**config.mk**
```make
export PLATFORM = sky130hd
export DESIGN_NAME = spcc_top
export DESIGN_NICKNAME = d
export VERILOG_FILES = /design/src/spcc_top.v
export VERILOG_INCLUDE_DIRS = /design/src
export SDC_FILE = /design/constraint.sdc
export NUM_CORES = 1
export LEC_CHECK = 0
export BUFFER_PORTS_ARGS = -buffer_cell sky130_fd_sc_hd__buf_2
export CAP_MARGIN = 20
export CORE_MARGIN = 2
export CORE_UTILIZATION = 35
export DETAILED_ROUTE_END_ITERATION = 8
export PLACE_DENSITY_LB_ADDON = 0.3
export SLEW_MARGIN = 20
export SYNTH_ARGS = -nofsm -noshare
export SYNTH_HDL_FRONTEND = slang
export SYNTH_SLANG_ARGS = --single-unit
```
**constraint.sdc**
```tcl
create_clock -name clk -period 9.85 [get_ports clk]
set_input_delay 0.4925 -clock clk [delete_from_list [all_inputs] [get_ports clk]]
set_output_delay 0.4925 -clock clk [all_outputs]
set_load 0.05 [all_outputs]
```
**src/spcc_map.vh**
```
// spcc_map.vh: register offsets, field positions and reset values
// assumes: included by spcc_top.v by bare name, no other definitions
//
// Contract
// - direction clear: data pin both ways, output pin off
// - direction set: reads on output pin only
// - order clear: msb first, address decrements
// - order set: lsb first, address increments
// - soft reset restores defaults, then self-clears
// - readback select picks staging or active copies
// - polarity bit inverts correction direction
// - three-bit current code, eight equal steps
// - antibacklash code picks pulse width
`ifndef SPCC_MAP_VH
`define SPCC_MAP_VH

// register offsets (13-bit serial address space)
`define SPCC_ADDR_CFG      13'h0000
`define SPCC_ADDR_RBSEL    13'h0004
`define SPCC_ADDR_PUMP     13'h0010
`define SPCC_ADDR_UPDATE   13'h0232

// serial port config fields
`define SPCC_CFG_DIR       7
`define SPCC_CFG_LSB       6
`define SPCC_CFG_SRST      5
`define SPCC_RBSEL_BIT     0
`define SPCC_UPDATE_BIT    0

// pump / detector config fields
`define SPCC_PUMP_POL      7
`define SPCC_PUMP_CUR_HI   6
`define SPCC_PUMP_CUR_LO   4
`define SPCC_PUMP_MODE_HI  3
`define SPCC_PUMP_MODE_LO  2
`define SPCC_PUMP_ABL_HI   1
`define SPCC_PUMP_ABL_LO   0

// reset values
`define SPCC_RST_CFG       8'h00
`define SPCC_RST_RBSEL     8'h00
`define SPCC_RST_PUMP      8'h7c

// serial frame sizes and counts
`define SPCC_INSTR_LAST    4'hf
`define SPCC_BYTE_LAST     4'h7

`endif

```
**src/spcc_top.v**
```verilog
// spcc_top.v: serial port and pump/detector config register slice
// assumes: host drives sclk, cs_n, sdio as async pins; the wire level
// of the two-way pins is resolved outside from the enables
`timescale 1ns/10ps
`default_nettype none
`include "spcc_map.vh"

module spcc_top (
  input  wire       clk,
  input  wire       rst,
  input  wire       sclk,
  input  wire       cs_n,
  input  wire       sdio_i,
  output wire       sdio_o,
  output wire       sdio_oe,
  output wire       serial_output_pin_o,
  output wire       serial_output_pin_oe,
  output wire       cp_invert,
  output wire [2:0] cp_current,
  output wire [3:0] cp_step,
  output wire       cp_hiz,
  output wire       cp_force_up,
  output wire       cp_force_dn,
  output wire [1:0] abl_sel
);

  //////////////////////////////////////////////////////////////////
  // pin synchronisers
  //////////////////////////////////////////////////////////////////

  // idle level of {sdio, cs_n, sclk}: select released high and the
  // serial clock parked high, so no false clock edge follows reset
  localparam [2:0] LVL_RST = 3'h3;

  wire [2:0] pin_raw;      // raw pins
  reg  [2:0] sync1_q;      // first stage, read by second only
  reg  [2:0] sync2_q;      // second stage
  reg  [2:0] sync3_q;      // third stage
  reg  [2:0] lvl_q;        // accepted level
  wire [2:0] lvl_d;        // next accepted level

  assign pin_raw = {sdio_i, cs_n, sclk};

  genvar gi;
  generate
    for (gi = 0; gi < 3; gi = gi + 1) begin : g_sync
      // level changes only once stages two and three agree
      assign lvl_d[gi] = (sync2_q[gi] == sync3_q[gi]) ?
                         sync2_q[gi] : lvl_q[gi];
      // three-stage chain per pin
      always @(posedge clk) begin
        if (rst) begin
          sync1_q[gi] <= LVL_RST[gi];
          sync2_q[gi] <= LVL_RST[gi];
          sync3_q[gi] <= LVL_RST[gi];
          lvl_q[gi]   <= LVL_RST[gi];
        end else begin
          sync1_q[gi] <= pin_raw[gi];
          sync2_q[gi] <= sync1_q[gi];
          sync3_q[gi] <= sync2_q[gi];
          lvl_q[gi]   <= lvl_d[gi];
        end
      end
    end
  endgenerate

  wire sclk_rise;          // serial clock rising edge event
  wire sclk_fall;          // serial clock falling edge event
  wire sel_act;            // chip select asserted
  wire din;                // accepted data bit

  assign sclk_rise = lvl_d[0] & ~lvl_q[0];
  assign sclk_fall = ~lvl_d[0] & lvl_q[0];
  assign sel_act   = ~lvl_d[1];
  assign din       = lvl_d[2];

  //////////////////////////////////////////////////////////////////
  // register state
  //////////////////////////////////////////////////////////////////

  // reset images of the immediate registers, picked apart per field
  localparam [7:0] RST_CFG   = `SPCC_RST_CFG;
  localparam [7:0] RST_RBSEL = `SPCC_RST_RBSEL;

  reg        dir_q;        // port direction: 1 = separate output pin
  reg        lsb_q;        // bit order: 1 = lsb first, addr up
  reg        srst_q;       // soft reset pending, self-clearing
  reg        rbsel_q;      // readback source: 1 = active copies
  reg  [7:0] pump_buf_q;   // staging copy of pump config
  reg  [7:0] pump_act_q;   // active copy of pump config

  //////////////////////////////////////////////////////////////////
  // serial frame state
  //////////////////////////////////////////////////////////////////

  localparam PH_INSTR = 1'b0; // collecting 16-bit instruction
  localparam PH_DATA  = 1'b1; // moving data bytes

  reg        phase_q;      // frame phase
  reg  [3:0] cnt_q;        // bit count in current unit
  reg [15:0] ish_q;        // instruction shifter
  reg  [7:0] dsh_q;        // write data shifter
  reg  [7:0] osh_q;        // read data shifter
  reg        rd_q;         // current frame is a read
  reg [12:0] addr_q;       // current register address
  reg        obit_q;       // read bit being presented

  wire [15:0] ish_nx;      // instruction after this bit
  wire  [7:0] dsh_nx;      // data byte after this bit
  wire [12:0] addr_step;   // address of next byte
  wire        instr_done;  // last instruction bit taken
  wire        byte_done;   // last data bit taken
  wire        wr_en;       // write of a whole byte
  wire [12:0] rd_addr;     // address whose byte loads next
  reg   [7:0] rd_byte;     // readback mux output

  // shift direction follows bit order
  assign ish_nx = lsb_q ? {din, ish_q[15:1]} : {ish_q[14:0], din};
  assign dsh_nx = lsb_q ? {din, dsh_q[7:1]} : {dsh_q[6:0], din};

  // address steps down msb first, up lsb first
  assign addr_step = lsb_q ? (addr_q + 13'h0001) :
                             (addr_q - 13'h0001);

  assign instr_done = sel_act & sclk_rise & (phase_q == PH_INSTR) &
                      (cnt_q == `SPCC_INSTR_LAST);
  assign byte_done  = sel_act & sclk_rise & (phase_q == PH_DATA) &
                      (cnt_q == `SPCC_BYTE_LAST);
  assign wr_en      = byte_done & ~rd_q;
  assign rd_addr    = instr_done ? ish_nx[12:0] : addr_step;

  //////////////////////////////////////////////////////////////////
  // readback mux
  //////////////////////////////////////////////////////////////////

  // config reads show the stored high bits mirrored into the low nibble
  always @* begin
    rd_byte = 8'h00;
    if (rd_addr == `SPCC_ADDR_CFG) begin
      rd_byte = {dir_q, lsb_q, srst_q, 1'b0,
                 1'b0, srst_q, lsb_q, dir_q};
    end else if (rd_addr == `SPCC_ADDR_RBSEL) begin
      rd_byte = {7'h00, rbsel_q};
    end else if (rd_addr == `SPCC_ADDR_PUMP) begin
      // source picked by readback select
      rd_byte = rbsel_q ? pump_act_q : pump_buf_q;
    end else begin
      rd_byte = 8'h00;
    end
  end

  //////////////////////////////////////////////////////////////////
  // frame sequencer
  //////////////////////////////////////////////////////////////////

  // counts bits, latches the instruction, steps the address
  always @(posedge clk) begin
    if (rst || !sel_act) begin
      phase_q <= PH_INSTR;
      cnt_q   <= 4'h0;
      ish_q   <= 16'h0000;
      dsh_q   <= 8'h00;
      rd_q    <= 1'b0;
      addr_q  <= 13'h0000;
    end else if (sclk_rise) begin
      cnt_q <= cnt_q + 4'h1;
      case (phase_q)
        PH_INSTR: begin
          ish_q <= ish_nx;
          if (instr_done) begin
            // bit 15 marks a read, low 13 bits the address
            phase_q <= PH_DATA;
            cnt_q   <= 4'h0;
            rd_q    <= ish_nx[15];
            addr_q  <= ish_nx[12:0];
          end
        end
        default: begin
          dsh_q <= dsh_nx;
          if (byte_done) begin
            // multibyte: next byte at stepped address
            cnt_q  <= 4'h0;
            addr_q <= addr_step;
          end
        end
      endcase
    end
  end

  //////////////////////////////////////////////////////////////////
  // read data shifter
  //////////////////////////////////////////////////////////////////

  // load on the rising edge, present bits on falling edges
  always @(posedge clk) begin
    if (rst) begin
      osh_q  <= 8'h00;
      obit_q <= 1'b0;
    end else if (instr_done || byte_done) begin
      osh_q <= rd_byte;
    end else if (sel_act && sclk_fall && phase_q == PH_DATA) begin
      // first bit out depends on order
      obit_q <= lsb_q ? osh_q[0] : osh_q[7];
      osh_q  <= lsb_q ? {1'b0, osh_q[7:1]} : {osh_q[6:0], 1'b0};
    end
  end

  //////////////////////////////////////////////////////////////////
  // register file
  //////////////////////////////////////////////////////////////////

  // writes, soft reset and the update command
  always @(posedge clk) begin
    if (rst || srst_q) begin
      // soft reset restores every default, clearing itself
      dir_q      <= RST_CFG[`SPCC_CFG_DIR];
      lsb_q      <= RST_CFG[`SPCC_CFG_LSB];
      srst_q     <= 1'b0;
      rbsel_q    <= RST_RBSEL[`SPCC_RBSEL_BIT];
      pump_buf_q <= `SPCC_RST_PUMP;
      pump_act_q <= `SPCC_RST_PUMP;
    end else if (wr_en) begin
      if (addr_q == `SPCC_ADDR_CFG) begin
        // only the high bits steer; low nibble is the mirror
        dir_q  <= dsh_nx[`SPCC_CFG_DIR];
        lsb_q  <= dsh_nx[`SPCC_CFG_LSB];
        srst_q <= dsh_nx[`SPCC_CFG_SRST];
      end else if (addr_q == `SPCC_ADDR_RBSEL) begin
        rbsel_q <= dsh_nx[`SPCC_RBSEL_BIT];
      end else if (addr_q == `SPCC_ADDR_PUMP) begin
        pump_buf_q <= dsh_nx;                // staging only
      end else if (addr_q == `SPCC_ADDR_UPDATE) begin
        if (dsh_nx[`SPCC_UPDATE_BIT]) begin
          pump_act_q <= pump_buf_q;
        end
      end
    end
  end

  //////////////////////////////////////////////////////////////////
  // pin drivers
  //////////////////////////////////////////////////////////////////

  reg sdio_o_q;            // data pin output
  reg sdio_oe_q;           // data pin enable
  reg sdo_o_q;             // separate output pin
  reg sdo_oe_q;            // separate output pin enable
  wire rd_phase;           // read data being returned

  assign rd_phase = sel_act & (phase_q == PH_DATA) & rd_q;

  // route read data by the direction bit
  always @(posedge clk) begin
    if (rst) begin
      sdio_o_q  <= 1'b0;
      sdio_oe_q <= 1'b0;
      sdo_o_q   <= 1'b0;
      sdo_oe_q  <= 1'b0;
    end else begin
      sdio_o_q  <= obit_q;
      sdo_o_q   <= obit_q;
      // bidirectional: data pin drives, output pin stays off
      sdio_oe_q <= rd_phase & ~dir_q;
      // unidirectional: only the output pin drives
      sdo_oe_q  <= rd_phase & dir_q;
    end
  end

  //////////////////////////////////////////////////////////////////
  // pump / detector decode
  //////////////////////////////////////////////////////////////////

  reg       inv_q;         // detector polarity inverted
  reg [2:0] cur_q;         // current code
  reg [3:0] step_q;        // current in 0.6 mA units, 1..8
  reg       hiz_q;         // pump off
  reg       up_q;          // forced source
  reg       dn_q;          // forced sink
  reg [1:0] abl_q;         // 0 short, 1 medium, 2 long

  wire [2:0] cur_code;     // active current field
  wire [1:0] mode_code;    // active mode field
  wire [1:0] abl_code;     // active antibacklash field

  assign cur_code  = pump_act_q[`SPCC_PUMP_CUR_HI:`SPCC_PUMP_CUR_LO];
  assign mode_code = pump_act_q[`SPCC_PUMP_MODE_HI:`SPCC_PUMP_MODE_LO];
  assign abl_code  = pump_act_q[`SPCC_PUMP_ABL_HI:`SPCC_PUMP_ABL_LO];

  // decodes follow the active copy only
  always @(posedge clk) begin
    if (rst) begin
      inv_q  <= 1'b0;
      cur_q  <= 3'h7;
      step_q <= 4'h8;
      hiz_q  <= 1'b0;
      up_q   <= 1'b0;
      dn_q   <= 1'b0;
      abl_q  <= 2'h1;
    end else begin
      inv_q  <= pump_act_q[`SPCC_PUMP_POL];
      cur_q  <= cur_code;
      step_q <= {1'b0, cur_code} + 4'h1;
      hiz_q  <= (mode_code == 2'h0);
      up_q   <= (mode_code == 2'h1);
      dn_q   <= (mode_code == 2'h2);
      // 00 and 11 medium, 01 short, 10 long
      case (abl_code)
        2'h1:    abl_q <= 2'h0;
        2'h2:    abl_q <= 2'h2;
        default: abl_q <= 2'h1;
      endcase
    end
  end

  assign sdio_o               = sdio_o_q;
  assign sdio_oe              = sdio_oe_q;
  assign serial_output_pin_o  = sdo_o_q;
  assign serial_output_pin_oe = sdo_oe_q;
  assign cp_invert            = inv_q;
  assign cp_current           = cur_q;
  assign cp_step              = step_q;
  assign cp_hiz               = hiz_q;
  assign cp_force_up          = up_q;
  assign cp_force_dn          = dn_q;
  assign abl_sel              = abl_q;

endmodule

`default_nettype wire

```
Yosys cells after proc, flatten, opt, wreduce, memory -nomap -nowiden
Index checks and enable logic that the tools add are counted.
{"block": "word_totals", "input_bits": 5, "regBits": 100, "out_inout_bits": 17, "elab_cells": 120}
{"block": "classes", "eq_ne": 15, "bitwise_logic": 22, "n_reduce_logical": 19, "n_addsub": 4, "n_mux": 24}
{"cell": "two-way mux 13 bit", "n": 5}
{"cell": "two-way mux 8 bit", "n": 8}
{"cell": "== test 13 x 3 -> 1 bit, second input constant", "n": 2}
{"cell": "== test 13 x 5 -> 1 bit, second input constant", "n": 2}
{"cell": "logical NOT 13 bit", "n": 2}
{"cell": "two-way mux 16 bit", "n": 1}
{"cell": "adder 13 x 1 -> 13 bit, second input constant", "n": 1}
{"cell": "== test 13 x 10 -> 1 bit, second input constant", "n": 1}
{"cell": "subtractor 13 x 1 -> 13 bit, second input constant", "n": 1}
{"cell": "bitwise AND 1 bit", "n": 12}
{"cell": "two-way mux 4 bit", "n": 3}
{"cell": "inverter 1 bit", "n": 10}
{"cell": "AND reduction 3 bit", "n": 3}
{"cell": "AND reduction 2 bit", "n": 4}
{"cell": "two-way mux 1 bit", "n": 6}
{"cell": "AND reduction 6 bit", "n": 1}
{"cell": "adder 3 x 1 -> 4 bit, second input constant", "n": 1}
{"cell": "adder 4 x 1 -> 4 bit, second input constant", "n": 1}
{"cell": "== test 2 x 1 -> 1 bit, second input constant", "n": 2}
{"cell": "== test 2 bit, second input constant", "n": 2}
{"cell": "== test 4 x 3 -> 1 bit, second input constant", "n": 1}
{"cell": "== test 4 bit, second input constant", "n": 1}
{"cell": "case mux 2 bit (2 select lines)", "n": 1}
{"cell": "AND reduction 4 bit", "n": 1}
{"cell": "6 further kinds", "n": 12}

Logic depth before layout (Yosys ltp)
Gate-level depths: netlist of run 1.
{"block": "logic_depth", "ltp_word": 12, "ltp_mapped": 14, "ltp_nobuf": 9}

Worst setup path before layout of run 1
No wires, ideal clock.
{"block": "synth_path", "path_type": "reg2reg", "start": "register lsb_q", "end": "register osh_q[1]", "t_required_ns": 9.758, "path_buffers": 4, "slack_ns": 6.389, "setup_time_ns": 0.092, "period_less_slack_ns": 3.461, "arrival_time_ns": 3.368, "stages_incl_launch_ff": 14, "path_cell_list": "dfxtp_1 buf_2 buf_2 buf_2 buf_2 inv_1 fa_1 a211oi_2 o21bai_1 o21ai_2 mux2i_1 a2111oi_0 a31oi_1 o32ai_1"}
{"block": "synth_between", "elab_chain_len": 7, "elab_cells_between_ends": 12, "cone_classes": "eq/ne: 2; mux: 9; reduce/logical: 1"}
{"element": "start: declaration", "line_no": "spcc_top.v:86", "text": "reg lsb_q;"}
{"element": "start signal: assignment", "line_no": "spcc_top.v:217", "text": "lsb_q <= RST_CFG[`SPCC_CFG_LSB];"}
{"element": "start signal: assignment", "line_no": "spcc_top.v:226", "text": "lsb_q <= dsh_nx[`SPCC_CFG_LSB];"}
{"element": "two-way mux 13 bit or two-way mux 16 bit (tied branches)", "line_no": "spcc_top.v:122, spcc_top.v:118"}
{"element": "two-way mux 13 bit", "line_no": "spcc_top.v:130", "text": "assign rd_addr = instr_done ? ish_nx[12:0] : addr_step;"}
{"element": "== test 13 x 5 -> 1 bit (no source line)"}
{"element": "two-way mux 8 bit", "line_no": "spcc_top.v:144", "text": "end else if (rd_addr == `SPCC_ADDR_PUMP) begin"}
{"element": "two-way mux 8 bit", "line_no": "spcc_top.v:142", "text": "end else if (rd_addr == `SPCC_ADDR_RBSEL) begin"}
{"element": "two-way mux 8 bit", "line_no": "spcc_top.v:139", "text": "if (rd_addr == `SPCC_ADDR_CFG) begin"}
{"element": "two-way mux 8 bit *", "line_no": "spcc_top.v:199", "text": "end else if (instr_done || byte_done) begin"}
{"element": "end signal: assignment", "line_no": "spcc_top.v:200", "text": "osh_q <= rd_byte;"}
{"element": "end signal: assignment", "line_no": "spcc_top.v:204", "text": "osh_q <= lsb_q ? {1'b0, osh_q[7:1]} : {osh_q[6:0], 1'b0};"}
{"element": "end: declaration", "line_no": "spcc_top.v:103", "text": "reg [7:0] osh_q;"}
Every way passes the cells marked *; elsewhere a longest branch is shown, timed or not. The select of a mux whose other input is x is not followed.
A chain may end at the register's enable or synchronous reset.

Worst setup path after layout of run 1
{"block": "layout_path", "start": "register lsb_q", "end": "register osh_q[3]"}
The elaborated chain is that of the path after synthesis.

==> summary.md, run 1 <==
| Metric | Value |
|---|---|
| Initial core utilization | 0.3584 |
| Std-Cell Rows | 43 |
| Number of H-tree levels | 3 |
| CTS tree | done |
| Largest fanout on the critical path | 13 |
| Worst setup slack after placement | 6.703 ns |
| Slew of the pin with the lowest slew margin | 0.8311 ns |
| Synth warnings | 0 |
| Pwr Density | 135.9 mW/mm^2 |
| Layout Area Growth over Synthesis | 10.14% |
| Count of max-cap constraint violations | 0 |
| Final Slew Violations | 0 |
| Final Hold Violating Endpoints | 0 |
| # clock sinks | 100 |
| Unrepaired setup endpoints after global routing | false |
| Wire length per cell after detailed routing | roughly 16 um |
| Adder-Cell Fraction of Synth Area | 0.04150 |
| Relative slew slack | 0.4446 |
| CP arrival | 3.34 ns |
| Post-DRT Antenna Nets | 0 |
| Number of nets in the synthesized netlist | 584 |
| Count of unique library cells instantiated by Yosys | 63 |
| Hold_buf cts | 0 |
| Number of diodes | 0 |
| Clock Skews | 0.004952 ns |
| Peak VDD IR | around 82 uV |
| Yosys top cell area share | 0.4024 |
| Critical Path Start Type | flop |
| Area of the mapped netlist | 0.004975 sq mm |
| Parity-gate share of the synthesized area counting xor and xnor cells | 0.02465 |
| Setup TNS after final layout | 0 ns |
| Data required time of the critical path | slightly above 10 ns |
| Post-Route Hold Slack | 0.3232 ns |
| Number of antenna violations at the first check in global routing | 0 |
| Cell taking the most area after synthesis | sky130_fd_sc_hd__dfxtp_1 |
| # Post-CTS Setup Buffers | 0 |
| Share of final-layout standard cells stronger than drive strength 1 | 0.1167 |
| CP Capture Type | flop |
| Maximum number of pins on one net before global-route repair | 43 |
| Final Net Count | 589 |
| Avg Inst Size Synth | 8.821 sq um |
| Routability-driven placement congestion ratio | 0.8470 |
| Num ports | 22 |
| CTS clock-pin slew for the worst setup and hold paths | 0.07 ns |
| Post-route non-filler standard cell count | 754 |
| Total global-route track usage | 0.1700 |
| Wire length of the first global-routing pass | between 15000 and 20000 um |
| Class of the tightest hold or removal check | input pin to flop |
| Filler cell count | 1414 |
| Number of synthesized register bits | 100 |
| Length of the first detailed-routing pass in iterations | 5 |
| Number of enable flip-flop cells after synthesis | 0 |
| Vertical die dimension | 123.2 um |
| Setup Viol. Count Final | 0 |
| Placed instance count | 738 |
| Die W | 123.2 um |
| Hpwl dp | between 8000 and 9000 um |
| Synthesized instance count | 564 |
| Core ar. | 0.01388 sq mm |
| Dpl cell area | 0.005201 sq mm |
| Via count of the first global-routing pass | 3880 |
| Status | completed |
| Maximum clock frequency | 318.2 MHz |
| Clk_lat worst skew | between 0.3 and 0.4 ns |
| Compound-gate portion of the synthesized area | 0.1811 |
| Sequential-to-total area share from yosys stat | 0.4024 |
| Routed via count divided by cell count | 5.443 |
| Most area-consuming cells after synthesis | sky130_fd_sc_hd__dfxtp_1 (40%), sky130_fd_sc_hd__mux2i_1 (10%), sky130_fd_sc_hd__nor2_1 (5.7%) |
| Fraction of the cycle the final worst path needs | 0.3191 |
| Leakage dissipation | 1.853 nW |
| Drt first-iter violations | 369 |
| Total congestion overflow after global routing | 0 |
| Final WS setup | 6.707 ns |
| Fraction of synthesized area in multiplexers | 0.1119 |
| Number of buffers added on ports | 21 |
| Top flip-flop cell by instance count after synthesis | sky130_fd_sc_hd__dfxtp_1 |
| Design Power | approximately 0.74 mW |
| Path type of the worst setup path | flop to flop |
| Share of the core filled with cells | 0.3947 |
| CTS resizes | 0 |
| Combinational family with the most area after synthesis | simple AND/OR/NAND/NOR gates |
| Clock buffers created by TritonCTS | 9 |
| Die Area | 0.01518 sq mm |
| CTS max path bufs | 2 |
| Simple logic cell fraction of the synthesized area | 0.2040 |
| Drc violations | 0 |
| Clock tree root driver cell | sky130_fd_sc_hd__clkbuf_16 |
| Proportion of register bits with asynchronous set or reset after synthesis | 0 |
| Number of vias after detailed routing | roughly 4100 |
| Final wirelength | 12320 um |
| Final standard cell area without fillers | approximately 0.0055 sq mm |
| Post-route minimum period | around 3.1 ns |
[registers in the layout, indices dropped and copies added, names as in the netlist, 2 cells and up]
register / flops
pump_buf_q: 8
cp_step: 4
addr_q: 13
cp_current: 3
sync2_q: 3
sync1_q: 3
dsh_q: 8
lvl_q: 3
ish_q: 16
cnt_q: 4
abl_sel: 2
sync3_q: 3
osh_q: 8
pump_act_q: 8
[layout by cell type, fill, tap and decap left out, types with 7 or more instances in the layout]
cell type	netlist	layout
sky130_fd_sc_hd__a211oi_1	27	27
sky130_fd_sc_hd__a21oi_1	29	29
sky130_fd_sc_hd__buf_2	5	21
sky130_fd_sc_hd__clkbuf_16	0	9
sky130_fd_sc_hd__dfxtp_1	100	99
sky130_fd_sc_hd__ha_1	14	14
sky130_fd_sc_hd__inv_1	9	9
sky130_fd_sc_hd__mux2i_1	50	50
sky130_fd_sc_hd__nand2_1	41	41
sky130_fd_sc_hd__nand3_1	7	7
sky130_fd_sc_hd__nor2_1	75	74
sky130_fd_sc_hd__nor2b_1	9	9
sky130_fd_sc_hd__nor3_1	20	20
sky130_fd_sc_hd__o211ai_1	9	9
sky130_fd_sc_hd__o21ai_0	27	27
sky130_fd_sc_hd__or2_2	13	13
sky130_fd_sc_hd__xor2_1	8	8
[where the power goes]
group / internal, mW / switching (mW)
logic: 0.00217 / 0.00478
registers: 0.406 / 0.000781
clock network: 0.179 / 0.152
total: 0.587 / 0.158
[final timing paths]
kind | start | to | slack, ns | depth (start not counted)
setup / recovery | lsb_q$_SDFFE_PP0P_ | osh_q[3]$_SDFFE_PP0P_ | 6.71 | 9
hold reg to reg | sync1_q[1]$_SDFF_PP1_ | sync2_q[1]$_SDFF_PP1_ | 0.41 | 1
setup reg to reg | lsb_q$_SDFFE_PP0P_ | osh_q[3]$_SDFFE_PP0P_ | 6.71 | 9
hold / removal | sclk | sync1_q[0]$_SDFF_PP1_ | 0.32 | 2
[cells by family after synthesis]
kind of cell | count (synthesis)
AOI/OAI and AO/OA | 135
xor gates and xnor gates | 14
adders and majority gates | 16
buffers and inverters | 41
DFF | 100
muxes | 55
and+or+nand+nor | 203
[area by class of cell]
type,count,area (sq um),area share
clock buffer,13,250.2,0.04567
multi-input combinational,423,2809,0.5127
timing repair buffer,24,127.6,0.02329
tap,180,225.2,0.04111
clock inverter,3,22.52,0.004111
sequential,100,2003,0.3656
inverter,11,41.29,0.007536
[cells in the mapped netlist (4+ instances only)]
master                       n
sky130_fd_sc_hd__nor2_1     75
sky130_fd_sc_hd__o21ai_0    27
sky130_fd_sc_hd__nand2_1    41
sky130_fd_sc_hd__a21oi_1    29
sky130_fd_sc_hd__nand3_1     7
sky130_fd_sc_hd__dfxtp_1   100
sky130_fd_sc_hd__xnor2_1     6
sky130_fd_sc_hd__nor3_1     20
sky130_fd_sc_hd__and2_1      4
sky130_fd_sc_hd__ha_1       14
sky130_fd_sc_hd__buf_2       5
sky130_fd_sc_hd__inv_1       9
sky130_fd_sc_hd__mux2_2      5
sky130_fd_sc_hd__and3_1      4
sky130_fd_sc_hd__mux2i_1    50
sky130_fd_sc_hd__a211oi_1   27
sky130_fd_sc_hd__nand4_1     4
sky130_fd_sc_hd__or2_2      13
sky130_fd_sc_hd__a31oi_1     6
sky130_fd_sc_hd__nor2b_1     9
sky130_fd_sc_hd__xor2_1      8
sky130_fd_sc_hd__o211ai_1    9
sky130_fd_sc_hd__o21bai_1    4
sky130_fd_sc_hd__o32ai_1     6
sky130_fd_sc_hd__a21o_1      5
sky130_fd_sc_hd__clkbuf_1   19
[critical path, cell delays in order (launching register included)]
cell and delay [ns]:
sky130_fd_sc_hd__dfxtp_2 0.33, sky130_fd_sc_hd__inv_1 0.38, sky130_fd_sc_hd__ha_1 0.31, sky130_fd_sc_hd__a211oi_1 0.09, sky130_fd_sc_hd__o31ai_1 0.57, sky130_fd_sc_hd__a22o_1 0.25
sky130_fd_sc_hd__a21oi_1 0.08, sky130_fd_sc_hd__xor2_1 0.16, sky130_fd_sc_hd__a31oi_1 0.60, sky130_fd_sc_hd__o32ai_1 0.21
[routing by layer]
| metal | global-route usage | routed length, um |
|---|---|---|
| met5 | 0 | 0 |
| met1 | 0.2413 | 6283 |
| met3 | 0.03598 | 481 |
| met2 | 0.2596 | 5405 |
| met4 | 0.04830 | 148 |
(Power assumes the default switching activity.)
==> run 2, diff against run 1 <==
Clock period 9.85 ns to 2.97 ns, I/O delays scaled along.
==> run 2 against run 1 <==
Against the previous run:
- non-clock buffer count is 13 higher
- first-iteration DRC count fell by 40%
- clock-buffer cell count down 3
- clock skew rose by 0.0053 ns
- critical endpoint is now osh_q[4]$_SDFFE_PP0P_
- largest power group unchanged
- critical path type unchanged
- global-route usage fell by 0.54 points
- via count fell by 3.3%
- clock power increased to 3.4 times the previous value
- register-to-register slack got worse by 6.5 ns
- core utilization grew 1.2 points
==> summary.md, run 2 (same netlist as run 1, synthesis figures left out) <==
| Metric | Value |
|---|---|
| Num ports | 22 (unchanged) |
| Relative slew slack | 0.5098 (was 0.4446) |
| Clock buffers created by TritonCTS | 9 (unchanged) |
| Final Slew Violations | 0 (unchanged) |
| Total length of routed met3 wires | 530 um (was 481 um) |
| Capture endpoint of the worst hold path | sync1_q[2]$_SDFF_PP0_ (was sync1_q[0]$_SDFF_PP1_) |
| # clock sinks | 100 (unchanged) |
| Data required time of the critical path | 3.22 ns (was 10.05 ns) |
| Total internal power | 1.940 mW (was 0.5869 mW) |
| Hpwl dp | 8579 um (was 8807 um) |
| Proportion of power drawn by combinational gates | 0.010 (was 0.009) |
| Unrepaired setup endpoints after global routing | false (unchanged) |
| Family with the most delay on the worst path | compound AO/OA/AOI/OAI gates (unchanged) |
| Routed via count divided by cell count | 5.175 (was 5.443) |
| WP buf/inv | 2 (was 1) |
| Leakage dissipation | 1.937 nW (was 1.853 nW) |
| Largest fanout on the critical path | 9 (was 13) |
| Std-Cell Rows | 43 (unchanged) |
| Share of final-layout standard cells stronger than drive strength 1 | 0.1499 (was 0.1167) |
| Worst setup slack after placement | 0.1555 ns (was 6.703 ns) |
| Critical Path Start Type | flop (unchanged) |
| CTS max path bufs | 2 (unchanged) |
| Clock tree root driver cell | sky130_fd_sc_hd__clkbuf_16 (unchanged) |
| Largest register FFs | 16 (unchanged) |
| CTS tree | done (unchanged) |
| Number of antenna violations at the first check in global routing | 0 (unchanged) |
| Reg2Reg Depth | 9 (unchanged) |
| Core ar. | 0.01388 sq mm (unchanged) |
| Post-DRT Antenna Nets | 0 (unchanged) |
| Number of buffers added on ports | 21 (unchanged) |
| Biggest register | ish_q (unchanged) |
| Routability-driven placement congestion ratio | 0.8833 (was 0.8470) |
| Drt first-iter violations | 223 (was 369) |
| Layout Area Growth over Synthesis | 13.56% (was 10.14%) |
| Final WS setup | 0.2468 ns (was 6.707 ns) |
| Number of diodes | 0 (unchanged) |
| Number of vias after detailed routing | 3969 (was 4104) |
| CTS clock-pin slew for the worst setup and hold paths | 0.07 ns (about the same) |
| Setup Viol. Count Final | 0 (unchanged) |
| Die Area | 0.01518 sq mm (unchanged) |
| Clk_lat worst skew | 0.35 ns (about the same) |
| Total global-route track usage | 0.1646 (was 0.1700) |
| Count of max-cap constraint violations | 0 (unchanged) |
| Cell chain of the critical path | clkinvlp_4 > buf_12 > ha_1 > a211o_1 > o211ai_1 > o21ai_0 > o21ai_1 > nand2_1 > o32ai_1 (was inv_1 > ha_1 > a211oi_1 > o31ai_1 > a22o_1 > a21oi_1 > xor2_1 > a31oi_1 > o32ai_1) |
| Status | completed (unchanged) |
| RR Startpoint | lsb_q$_SDFFE_PP0P_ (unchanged) |
| Final Net Count | 602 (was 589) |
| Max layer used | met4 (unchanged) |
| Initial core utilization | 0.3584 (unchanged) |
| Power share of the clock group | 0.452 (was 0.445) |
| Total congestion overflow after global routing | 0 (unchanged) |
| CTS resizes | 0 (unchanged) |
| Met1 Wirelength | 5927 um (was 6283 um) |
| Most frequent cells in the layout | sky130_fd_sc_hd__dfxtp_1 (99), sky130_fd_sc_hd__nor2_1 (74), sky130_fd_sc_hd__mux2i_1 (50), sky130_fd_sc_hd__nand2_1 (41), sky130_fd_sc_hd__a21oi_1 (29) (unchanged) |
| Registers with the highest flip-flop counts | ish_q: 16 flops, addr_q: 13 flops (unchanged) |
| Number of H-tree levels | 3 (unchanged) |
| CP max stage delay | 0.40 ns (was 0.60 ns) |
| Wire length of the first global-routing pass | 19380 um (was 19950 um) |
| Length of the first detailed-routing pass in iterations | 4 (was 5) |
| Final wirelength | 11760 um (was 12320 um) |
| Final Hold Violating Endpoints | 0 (unchanged) |
| Vertical die dimension | 123.2 um (unchanged) |
| Setup slack of the worst register-to-register path | 0.25 ns (was 6.71 ns) |
| Most common library cell in the layout ignoring fill and taps | sky130_fd_sc_hd__dfxtp_1 (unchanged) |
| Worst Hold Launch | sdio_i (was sclk) |
| Maximum clock frequency | 367.2 MHz (was 318.2 MHz) |
| Drc violations | 0 (unchanged) |
| Pwr Density | 443.2 mW/mm^2 (was 135.9 mW/mm^2) |
| Critical-path cell with the highest stage delay | sky130_fd_sc_hd__ha_1 (was sky130_fd_sc_hd__a31oi_1) |
| Peak VDD IR | 277.7 uV (was 82.34 uV) |
| End of the worst register-to-register path | osh_q[4]$_SDFFE_PP0P_ (was osh_q[3]$_SDFFE_PP0P_) |
| Switching share of power | 0.2252 (was 0.2120) |
| Clock Skews | 0.01028 ns (was 0.004952 ns) |
| Hold path cells | 2 (unchanged) |
| Setup TNS after final layout | 0 ns (unchanged) |
| Fraction of the cycle the final worst path needs | 0.9169 (was 0.3191) |
| Path type of the worst setup path | flop to flop (unchanged) |
| CP Capture Type | flop (unchanged) |
| Post-route minimum period | 2.723 ns (was 3.143 ns) |
| Slew of the pin with the lowest slew margin | 0.7325 ns (was 0.8311 ns) |
| Via count of the first global-routing pass | 3772 (was 3880) |
| CP arrival | 2.97 ns (was 3.34 ns) |
| Psw | 0.5639 mW (was 0.1579 mW) |
| Total length of routed met2 wires | 5218 um (was 5405 um) |
| Flop pwr share | 0.538 (was 0.546) |
| Wire length per cell after detailed routing | 15.33 um (was 16.34 um) |
| Class of the tightest hold or removal check | input pin to flop (unchanged) |
| Die W | 123.2 um (unchanged) |
| Maximum number of pins on one net before global-route repair | 44 (was 43) |
[run 2: cell count changes in the layout (fill, tap and decap cells not counted), sizes merged]
cell / delta
clkbuf: -3
buf: +11
dlygate4sd3: +2
clkinv: -1
clkinvlp: +2
inv: +2
[run 2: final cells by class]
| type | instances | area [sq um] |
|---|---|---|
| Clock buffer | 10 | 229.0 |
| Clock inverter | 6 | 56.30 |
| Fill cell | 1375 | 8232 |
| Inverter | 11 | 45.04 |
| Multi-Input combinational cell | 423 | 2848 |
| Sequential cell | 100 | 2003 |
| Tap cell | 180 | 225.2 |
| Timing Repair Buffer | 37 | 242.7 |
[run 2: repair_timing]
action	CTS	global route
setup endpoints to repair	0	7
hold endpoints to repair	2	0
setup buffers	0	2
hold buffers	2	0
[run 2: metrics by stage]
stage | hold slack [ns] | power, mW | instances | util | area, sq um
after detailed placement | 0.3351 | 1.402 | 747 | 0.3830 | 5316
after global placement | 0.3326 | 1.401 | 747 | 0.3830 | 5316
after floorplan | 0.2523 | 1.395 | 564 | - | 5060
after global routing | 0.04920 | 2.597 | 767 | 0.4070 | 5649
final | 0.04221 | 2.504 | 767 | 0.4070 | 5649
after CTS | 0.03880 | 2.534 | 765 | 0.4050 | 5622
[run 2: worst max path at each step]
stage,start,end,slack [ns],cells after the start
finish,lsb_q$_SDFFE_PP0P_,osh_q[4]$_SDFFE_PP0P_,0.25,9
global route,lsb_q$_SDFFE_PP0P_,osh_q[1]$_SDFFE_PP0P_,0.05,9
CTS,lsb_q$_SDFFE_PP0P_,osh_q[2]$_SDFFE_PP0P_,0.12,9
detailed placement,lsb_q$_SDFFE_PP0P_,osh_q[4]$_SDFFE_PP0P_,0.16,9
global placement,lsb_q$_SDFFE_PP0P_,osh_q[3]$_SDFFE_PP0P_,0.23,9
floorplan,lsb_q$_SDFFE_PP0P_,osh_q[3]$_SDFFE_PP0P_,0.002,12
[run 2: power by group through the flow]
| stage | registers [mW] | logic [mW] | clock network, mW |
|---|---|---|---|
| global route | 1.35 | 0.0277 | 1.22 |
| finish | 1.35 | 0.0247 | 1.13 |
| global placement | 1.38 | 0.0224 | 0 |
| detailed placement | 1.38 | 0.0231 | 0 |
| CTS | 1.35 | 0.0251 | 1.16 |
| floorplan | 1.38 | 0.0170 | 0 |
[run 2: layer usage]
layer / vias to the layer above / GRT usage
met5: - / 0
met4: 0 / 0.03835
met3: 6 / 0.05166
met2: 65 / 0.2500
met1: 1833 / 0.2277
li1: 2065 / -
==> run 3, diff against run 2 <==
Settings changed: ABC_AREA set to 1, RECOVER_POWER set to 100.
==> run 3 against run 2 <==
Against the previous run:
- maximum frequency is 2.8% higher
- via count is 24% higher
- synthesized cell count up 35%
- critical path depth rose by 5
- design area up 4.1%
- largest power group unchanged
- critical endpoint is now osh_q[1]$_SDFFE_PP0P_
- critical path type unchanged
- die area increased by 6.0%
- sequential power barely moved
==> summary.md, run 3 <==
| Metric | Value |
|---|---|
| Status | completed (unchanged) |
| Critical Path Source | lsb_q$_SDFFE_PP0P_ (unchanged) |
| Clock Skews | 0.01020 ns (was 0.01028 ns) |
| GR Util met2 | 0.2767 (was 0.2500) |
| Peak VDD IR | 287.3 uV (was 277.7 uV) |
| Final Net Count | 800 (was 602) |
| Die W | 126.9 um (was 123.2 um) |
| Critical Path Start Type | flop (unchanged) |
| Most area-consuming cells after synthesis | sky130_fd_sc_hd__dfxtp_1 (38%), sky130_fd_sc_hd__nand2_1 (11%), sky130_fd_sc_hd__o21ai_0 (7.8%) (was sky130_fd_sc_hd__dfxtp_1 (40%), sky130_fd_sc_hd__mux2i_1 (10%), sky130_fd_sc_hd__nor2_1 (5.7%)) |
| Length of the first detailed-routing pass in iterations | 5 (was 4) |
| Yosys top cell area share | 0.3788 (was 0.4024) |
| CTS tree | done (unchanged) |
| Initial core utilization | 0.3609 (was 0.3584) |
| Synth top cells by count | sky130_fd_sc_hd__nand2_1 (158), sky130_fd_sc_hd__inv_1 (101), sky130_fd_sc_hd__dfxtp_1 (100), sky130_fd_sc_hd__o21ai_0 (82), sky130_fd_sc_hd__a21oi_1 (56) (was sky130_fd_sc_hd__dfxtp_1 (100), sky130_fd_sc_hd__nor2_1 (75), sky130_fd_sc_hd__mux2i_1 (50), sky130_fd_sc_hd__nand2_1 (41), sky130_fd_sc_hd__a21oi_1 (29)) |
| Clock tree root driver cell | sky130_fd_sc_hd__clkbuf_16 (unchanged) |
| Data required time of the critical path | 3.16 ns (was 3.22 ns) |
| Drt first-iter violations | 307 (was 223) |
| Largest register FFs | 16 (unchanged) |
| Clk_lat worst skew | 0.35 ns (about the same) |
| Area of the mapped netlist | 0.005285 sq mm (was 0.004975 sq mm) |
| Final Slew Violations | 0 (unchanged) |
| Clock buffers created by TritonCTS | 9 (unchanged) |
| Number of vias after detailed routing | 4904 (was 3969) |
| End of the worst register-to-register path | osh_q[1]$_SDFFE_PP0P_ (was osh_q[4]$_SDFFE_PP0P_) |
| Setup TNS after final layout | 0 ns (unchanged) |
| Synth warnings | 0 (unchanged) |
| Post-route minimum period | 2.649 ns (was 2.723 ns) |
| Number of nets in the synthesized netlist | 784 (was 584) |
| Wire length of the first global-routing pass | 22490 um (was 19380 um) |
| Routed via count divided by cell count | 5.061 (was 5.175) |
| Cell taking the most area after synthesis | sky130_fd_sc_hd__dfxtp_1 (unchanged) |
| Maximum number of pins on one net before global-route repair | 46 (was 44) |
| Routability-driven placement congestion ratio | 0.8235 (was 0.8833) |
| Count leader, synth | sky130_fd_sc_hd__nand2_1 (was sky130_fd_sc_hd__dfxtp_1) |
| Proportion of power drawn by combinational gates | 0.011 (was 0.010) |
| Class of the tightest hold or removal check | flop to flop (was input pin to flop) |
| Count of max-cap constraint violations | 0 (unchanged) |
| Drc violations | 0 (unchanged) |
| Num ports | 22 (unchanged) |
| Synthesized instance count | 764 (was 564) |
| Gr busiest metal | met2 (unchanged) |
| Footprint of the multi-input gates | 0.002684 sq mm (was 0.002848 sq mm) |
| Total congestion overflow after global routing | 0 (unchanged) |
| Largest fanout on the critical path | 16 (was 9) |
| Area taken by flip-flops and latches | 0.002002 sq mm (was 0.002003 sq mm) |
| Die Area | 0.01610 sq mm (was 0.01518 sq mm) |
| Setup Viol. Count Final | 0 (unchanged) |
| Power share of the clock group | 0.492 (was 0.452) |
| Most frequent cells in the layout | sky130_fd_sc_hd__nand2_1 (158), sky130_fd_sc_hd__inv_1 (102), sky130_fd_sc_hd__dfxtp_1 (100), sky130_fd_sc_hd__o21ai_0 (83) (was sky130_fd_sc_hd__dfxtp_1 (99), sky130_fd_sc_hd__nor2_1 (74), sky130_fd_sc_hd__mux2i_1 (50), sky130_fd_sc_hd__nand2_1 (41), sky130_fd_sc_hd__a21oi_1 (29)) |
| Number of enable flip-flop cells after synthesis | 0 (unchanged) |
| Total internal power | 2.116 mW (was 1.940 mW) |
| Switching share of power | 0.2187 (was 0.2252) |
| Top flip-flop cell by instance count after synthesis | sky130_fd_sc_hd__dfxtp_1 (unchanged) |
| Most common library cell in the layout ignoring fill and taps | sky130_fd_sc_hd__nand2_1 (was sky130_fd_sc_hd__dfxtp_1) |
| Number of buffers added on ports | 21 (unchanged) |
| Maximum clock frequency | 377.5 MHz (was 367.2 MHz) |
| Final wirelength | 13220 um (was 11760 um) |
| CTS max path bufs | 2 (unchanged) |
| Registers with the highest flip-flop counts | ish_q: 16 flops, addr_q: 13 flops (unchanged) |
| Biggest register | ish_q (unchanged) |
| CP arrival | 2.84 ns (was 2.97 ns) |
| Reg2Reg Depth | 14 (was 9) |
| Design Power | 2.708 mW (was 2.504 mW) |
| Avg Inst Size Synth | 6.918 sq um (was 8.821 sq um) |
| Final Hold Violating Endpoints | 0 (unchanged) |
| GR Layer Usage met1 | 0.2367 (was 0.2277) |
| Leakage dissipation | 2.427 nW (was 1.937 nW) |
| Proportion of register bits with asynchronous set or reset after synthesis | 0 (unchanged) |
| CP Capture Type | flop (unchanged) |
| Vertical die dimension | 126.9 um (was 123.2 um) |
| Filler cell count | 1580 (was 1375) |
| CTS clock-pin slew for the worst setup and hold paths | 0.07 ns (about the same) |
| Count of unique library cells instantiated by Yosys | 46 (was 63) |
| Layout Area Growth over Synthesis | 11.32% (was 13.56%) |
| Fraction of the cycle the final worst path needs | 0.8920 (was 0.9169) |
| Sequential-to-total area share from yosys stat | 0.3788 (was 0.4024) |
| Met3 Use GR | 0.03669 (was 0.05166) |
| Std-Cell Rows | 44 (was 43) |
| Wire length per cell after detailed routing | 13.65 um (was 15.33 um) |
| Core ar. | 0.01464 sq mm (was 0.01388 sq mm) |
| Number of diodes | 0 (unchanged) |
| Psw | 0.5921 mW (was 0.5639 mW) |
| Setup slack of the worst register-to-register path | 0.32 ns (was 0.25 ns) |
| # Post-CTS Setup Buffers | 0 (unchanged) |
| Relative slew slack | 0.1746 (was 0.5098) |
| Hpwl dp | 9681 um (was 8579 um) |
| Post-DRT Antenna Nets | 0 (unchanged) |
| Critical Path Sink | osh_q[1]$_SDFFE_PP0P_ (was osh_q[4]$_SDFFE_PP0P_) |
| Slew of the pin with the lowest slew margin | 1.238 ns (was 0.7325 ns) |
| # clock sinks | 100 (unchanged) |
| Path type of the worst setup path | flop to flop (unchanged) |
| Pwr Density | 460.3 mW/mm^2 (was 443.2 mW/mm^2) |
| Unrepaired setup endpoints after global routing | false (unchanged) |
| Via count of the first global-routing pass | 4560 (was 3772) |
| Number of H-tree levels | 3 (unchanged) |
| RR Startpoint | lsb_q$_SDFFE_PP0P_ (unchanged) |
| Number of antenna violations at the first check in global routing | 0 (unchanged) |
| Total global-route track usage | 0.1728 (was 0.1646) |
| Number of synthesized register bits | 100 (unchanged) |
| Flop pwr share | 0.497 (was 0.538) |
| Share of final-layout standard cells stronger than drive strength 1 | 0.08662 (was 0.1499) |
## run 3: cell count changes in the layout (fill, tap and decap cells not counted), moves of 7 or more
cell / previous run / this run
sky130_fd_sc_hd__a211oi_1: 26 / 7
sky130_fd_sc_hd__a21oi_1: 29 / 57
sky130_fd_sc_hd__buf_2: 21 / 3
sky130_fd_sc_hd__clkbuf_1: 1 / 18
sky130_fd_sc_hd__inv_1: 8 / 102
sky130_fd_sc_hd__mux2i_1: 50 / 1
sky130_fd_sc_hd__nand2_1: 41 / 158
sky130_fd_sc_hd__nand3_1: 7 / 44
sky130_fd_sc_hd__nand4_1: 4 / 18
sky130_fd_sc_hd__nor2_1: 74 / 57
sky130_fd_sc_hd__nor2b_1: 9 / 0
sky130_fd_sc_hd__nor3_1: 20 / 10
sky130_fd_sc_hd__o21ai_0: 26 / 83
sky130_fd_sc_hd__xor2_1: 8 / 1
## run 3: cell families (layout without fill, tap and decap cells)
group,count (synthesis),after routing,share of synthesized area
buffers and inverters,144,165,0.1108
xor gates and xnor gates,3,3,0.004972
adders and majority gates,15,15,0.03693
AOI/OAI and AO/OA,184,184,0.1965
and+or+nand+nor,317,317,0.2701
DFF,100,100,0.3788
muxes,1,1,0.001894
## run 3: metal layers
metal | vias up | part of all wire
met3 | 16 | 0.044
li1 | 2558 | -
met2 | 108 | 0.44
met4 | 0 | 0.013
met1 | 2222 | 0.50
met5 | - | 0
## run 3: power groups by stage
stage / clock network, mW / registers (mW) / logic (mW)
final: 1.33 / 1.35 / 0.0302
after global routing: 1.41 / 1.35 / 0.0341
after CTS: 1.36 / 1.35 / 0.0311
after detailed placement: 0 / 1.38 / 0.0278
after global placement: 0 / 1.38 / 0.0279
after floorplan: 0 / 1.38 / 0.0193
## run 3: worst min path at each step
stage | start | cells past startpoint | endpoint | slack [ns]
floorplan | sclk | 1 | sync1_q[0]$_SDFF_PP1_ | 0.25
global placement | sclk | 2 | sync1_q[0]$_SDFF_PP1_ | 0.34
detailed placement | cs_n | 2 | sync1_q[1]$_SDFF_PP1_ | 0.34
CTS | rst | 2 | cp_step[1]$_SDFF_PP0_ | 0.26
global route | sync1_q[1]$_SDFF_PP1_ | 1 | sync2_q[1]$_SDFF_PP1_ | 0.43
finish | sync1_q[1]$_SDFF_PP1_ | 1 | sync2_q[1]$_SDFF_PP1_ | 0.41
## run 3: final cells by class
class | instances | area share
well taps | 184 | 0.03913
clock buffers | 9 | 0.03828
multi-input cells | 520 | 0.4562
flip-flops and latches | 100 | 0.3403
repair buffers | 37 | 0.03445
inverters | 112 | 0.07146
clock inverters | 7 | 0.02020
## run 3: critical path, stage by stage, from the launching register on
cell and delay [ns]:
sky130_fd_sc_hd__dfxtp_1 0.32, sky130_fd_sc_hd__inv_2 0.26, sky130_fd_sc_hd__ha_1 0.36, sky130_fd_sc_hd__a21oi_2 0.27, sky130_fd_sc_hd__nor2_1 0.08, sky130_fd_sc_hd__nor2_2 0.10
sky130_fd_sc_hd__nand2_1 0.07, sky130_fd_sc_hd__nand2_1 0.10, sky130_fd_sc_hd__nand3b_1 0.10, sky130_fd_sc_hd__nand3_1 0.10, sky130_fd_sc_hd__nand2_1 0.25, sky130_fd_sc_hd__nand4_1 0.21
sky130_fd_sc_hd__nand2_1 0.08, sky130_fd_sc_hd__a21oi_1 0.13, sky130_fd_sc_hd__nor2_1 0.05
## run 3: per-stage QoR
stage | hold slack, ns | area [sq um] | utilization | setup WS (ns) | instances
after global placement | 0.3360 | 5553 | 0.3792 | 0.4340 | 950
after global routing | 0.4254 | 5883 | 0.4017 | 0.01550 | 969
after floorplan | 0.2523 | 5285 | - | 0.1132 | 764
final | 0.4114 | 5883 | 0.4017 | 0.3208 | 969
after CTS | 0.2567 | 5927 | 0.4047 | 0.3809 | 969
after detailed placement | 0.3362 | 5553 | 0.3792 | 0.3890 | 950
## run 3: repair_timing
| item | in CTS | in global routing |
|---|---|---|
| endpoints found under the setup margin | 0 | 3 |
| hold endpoints to repair | 3 | 0 |
| hold buffers | 3 | 0 |
| gates resized for setup | 0 | 1 |
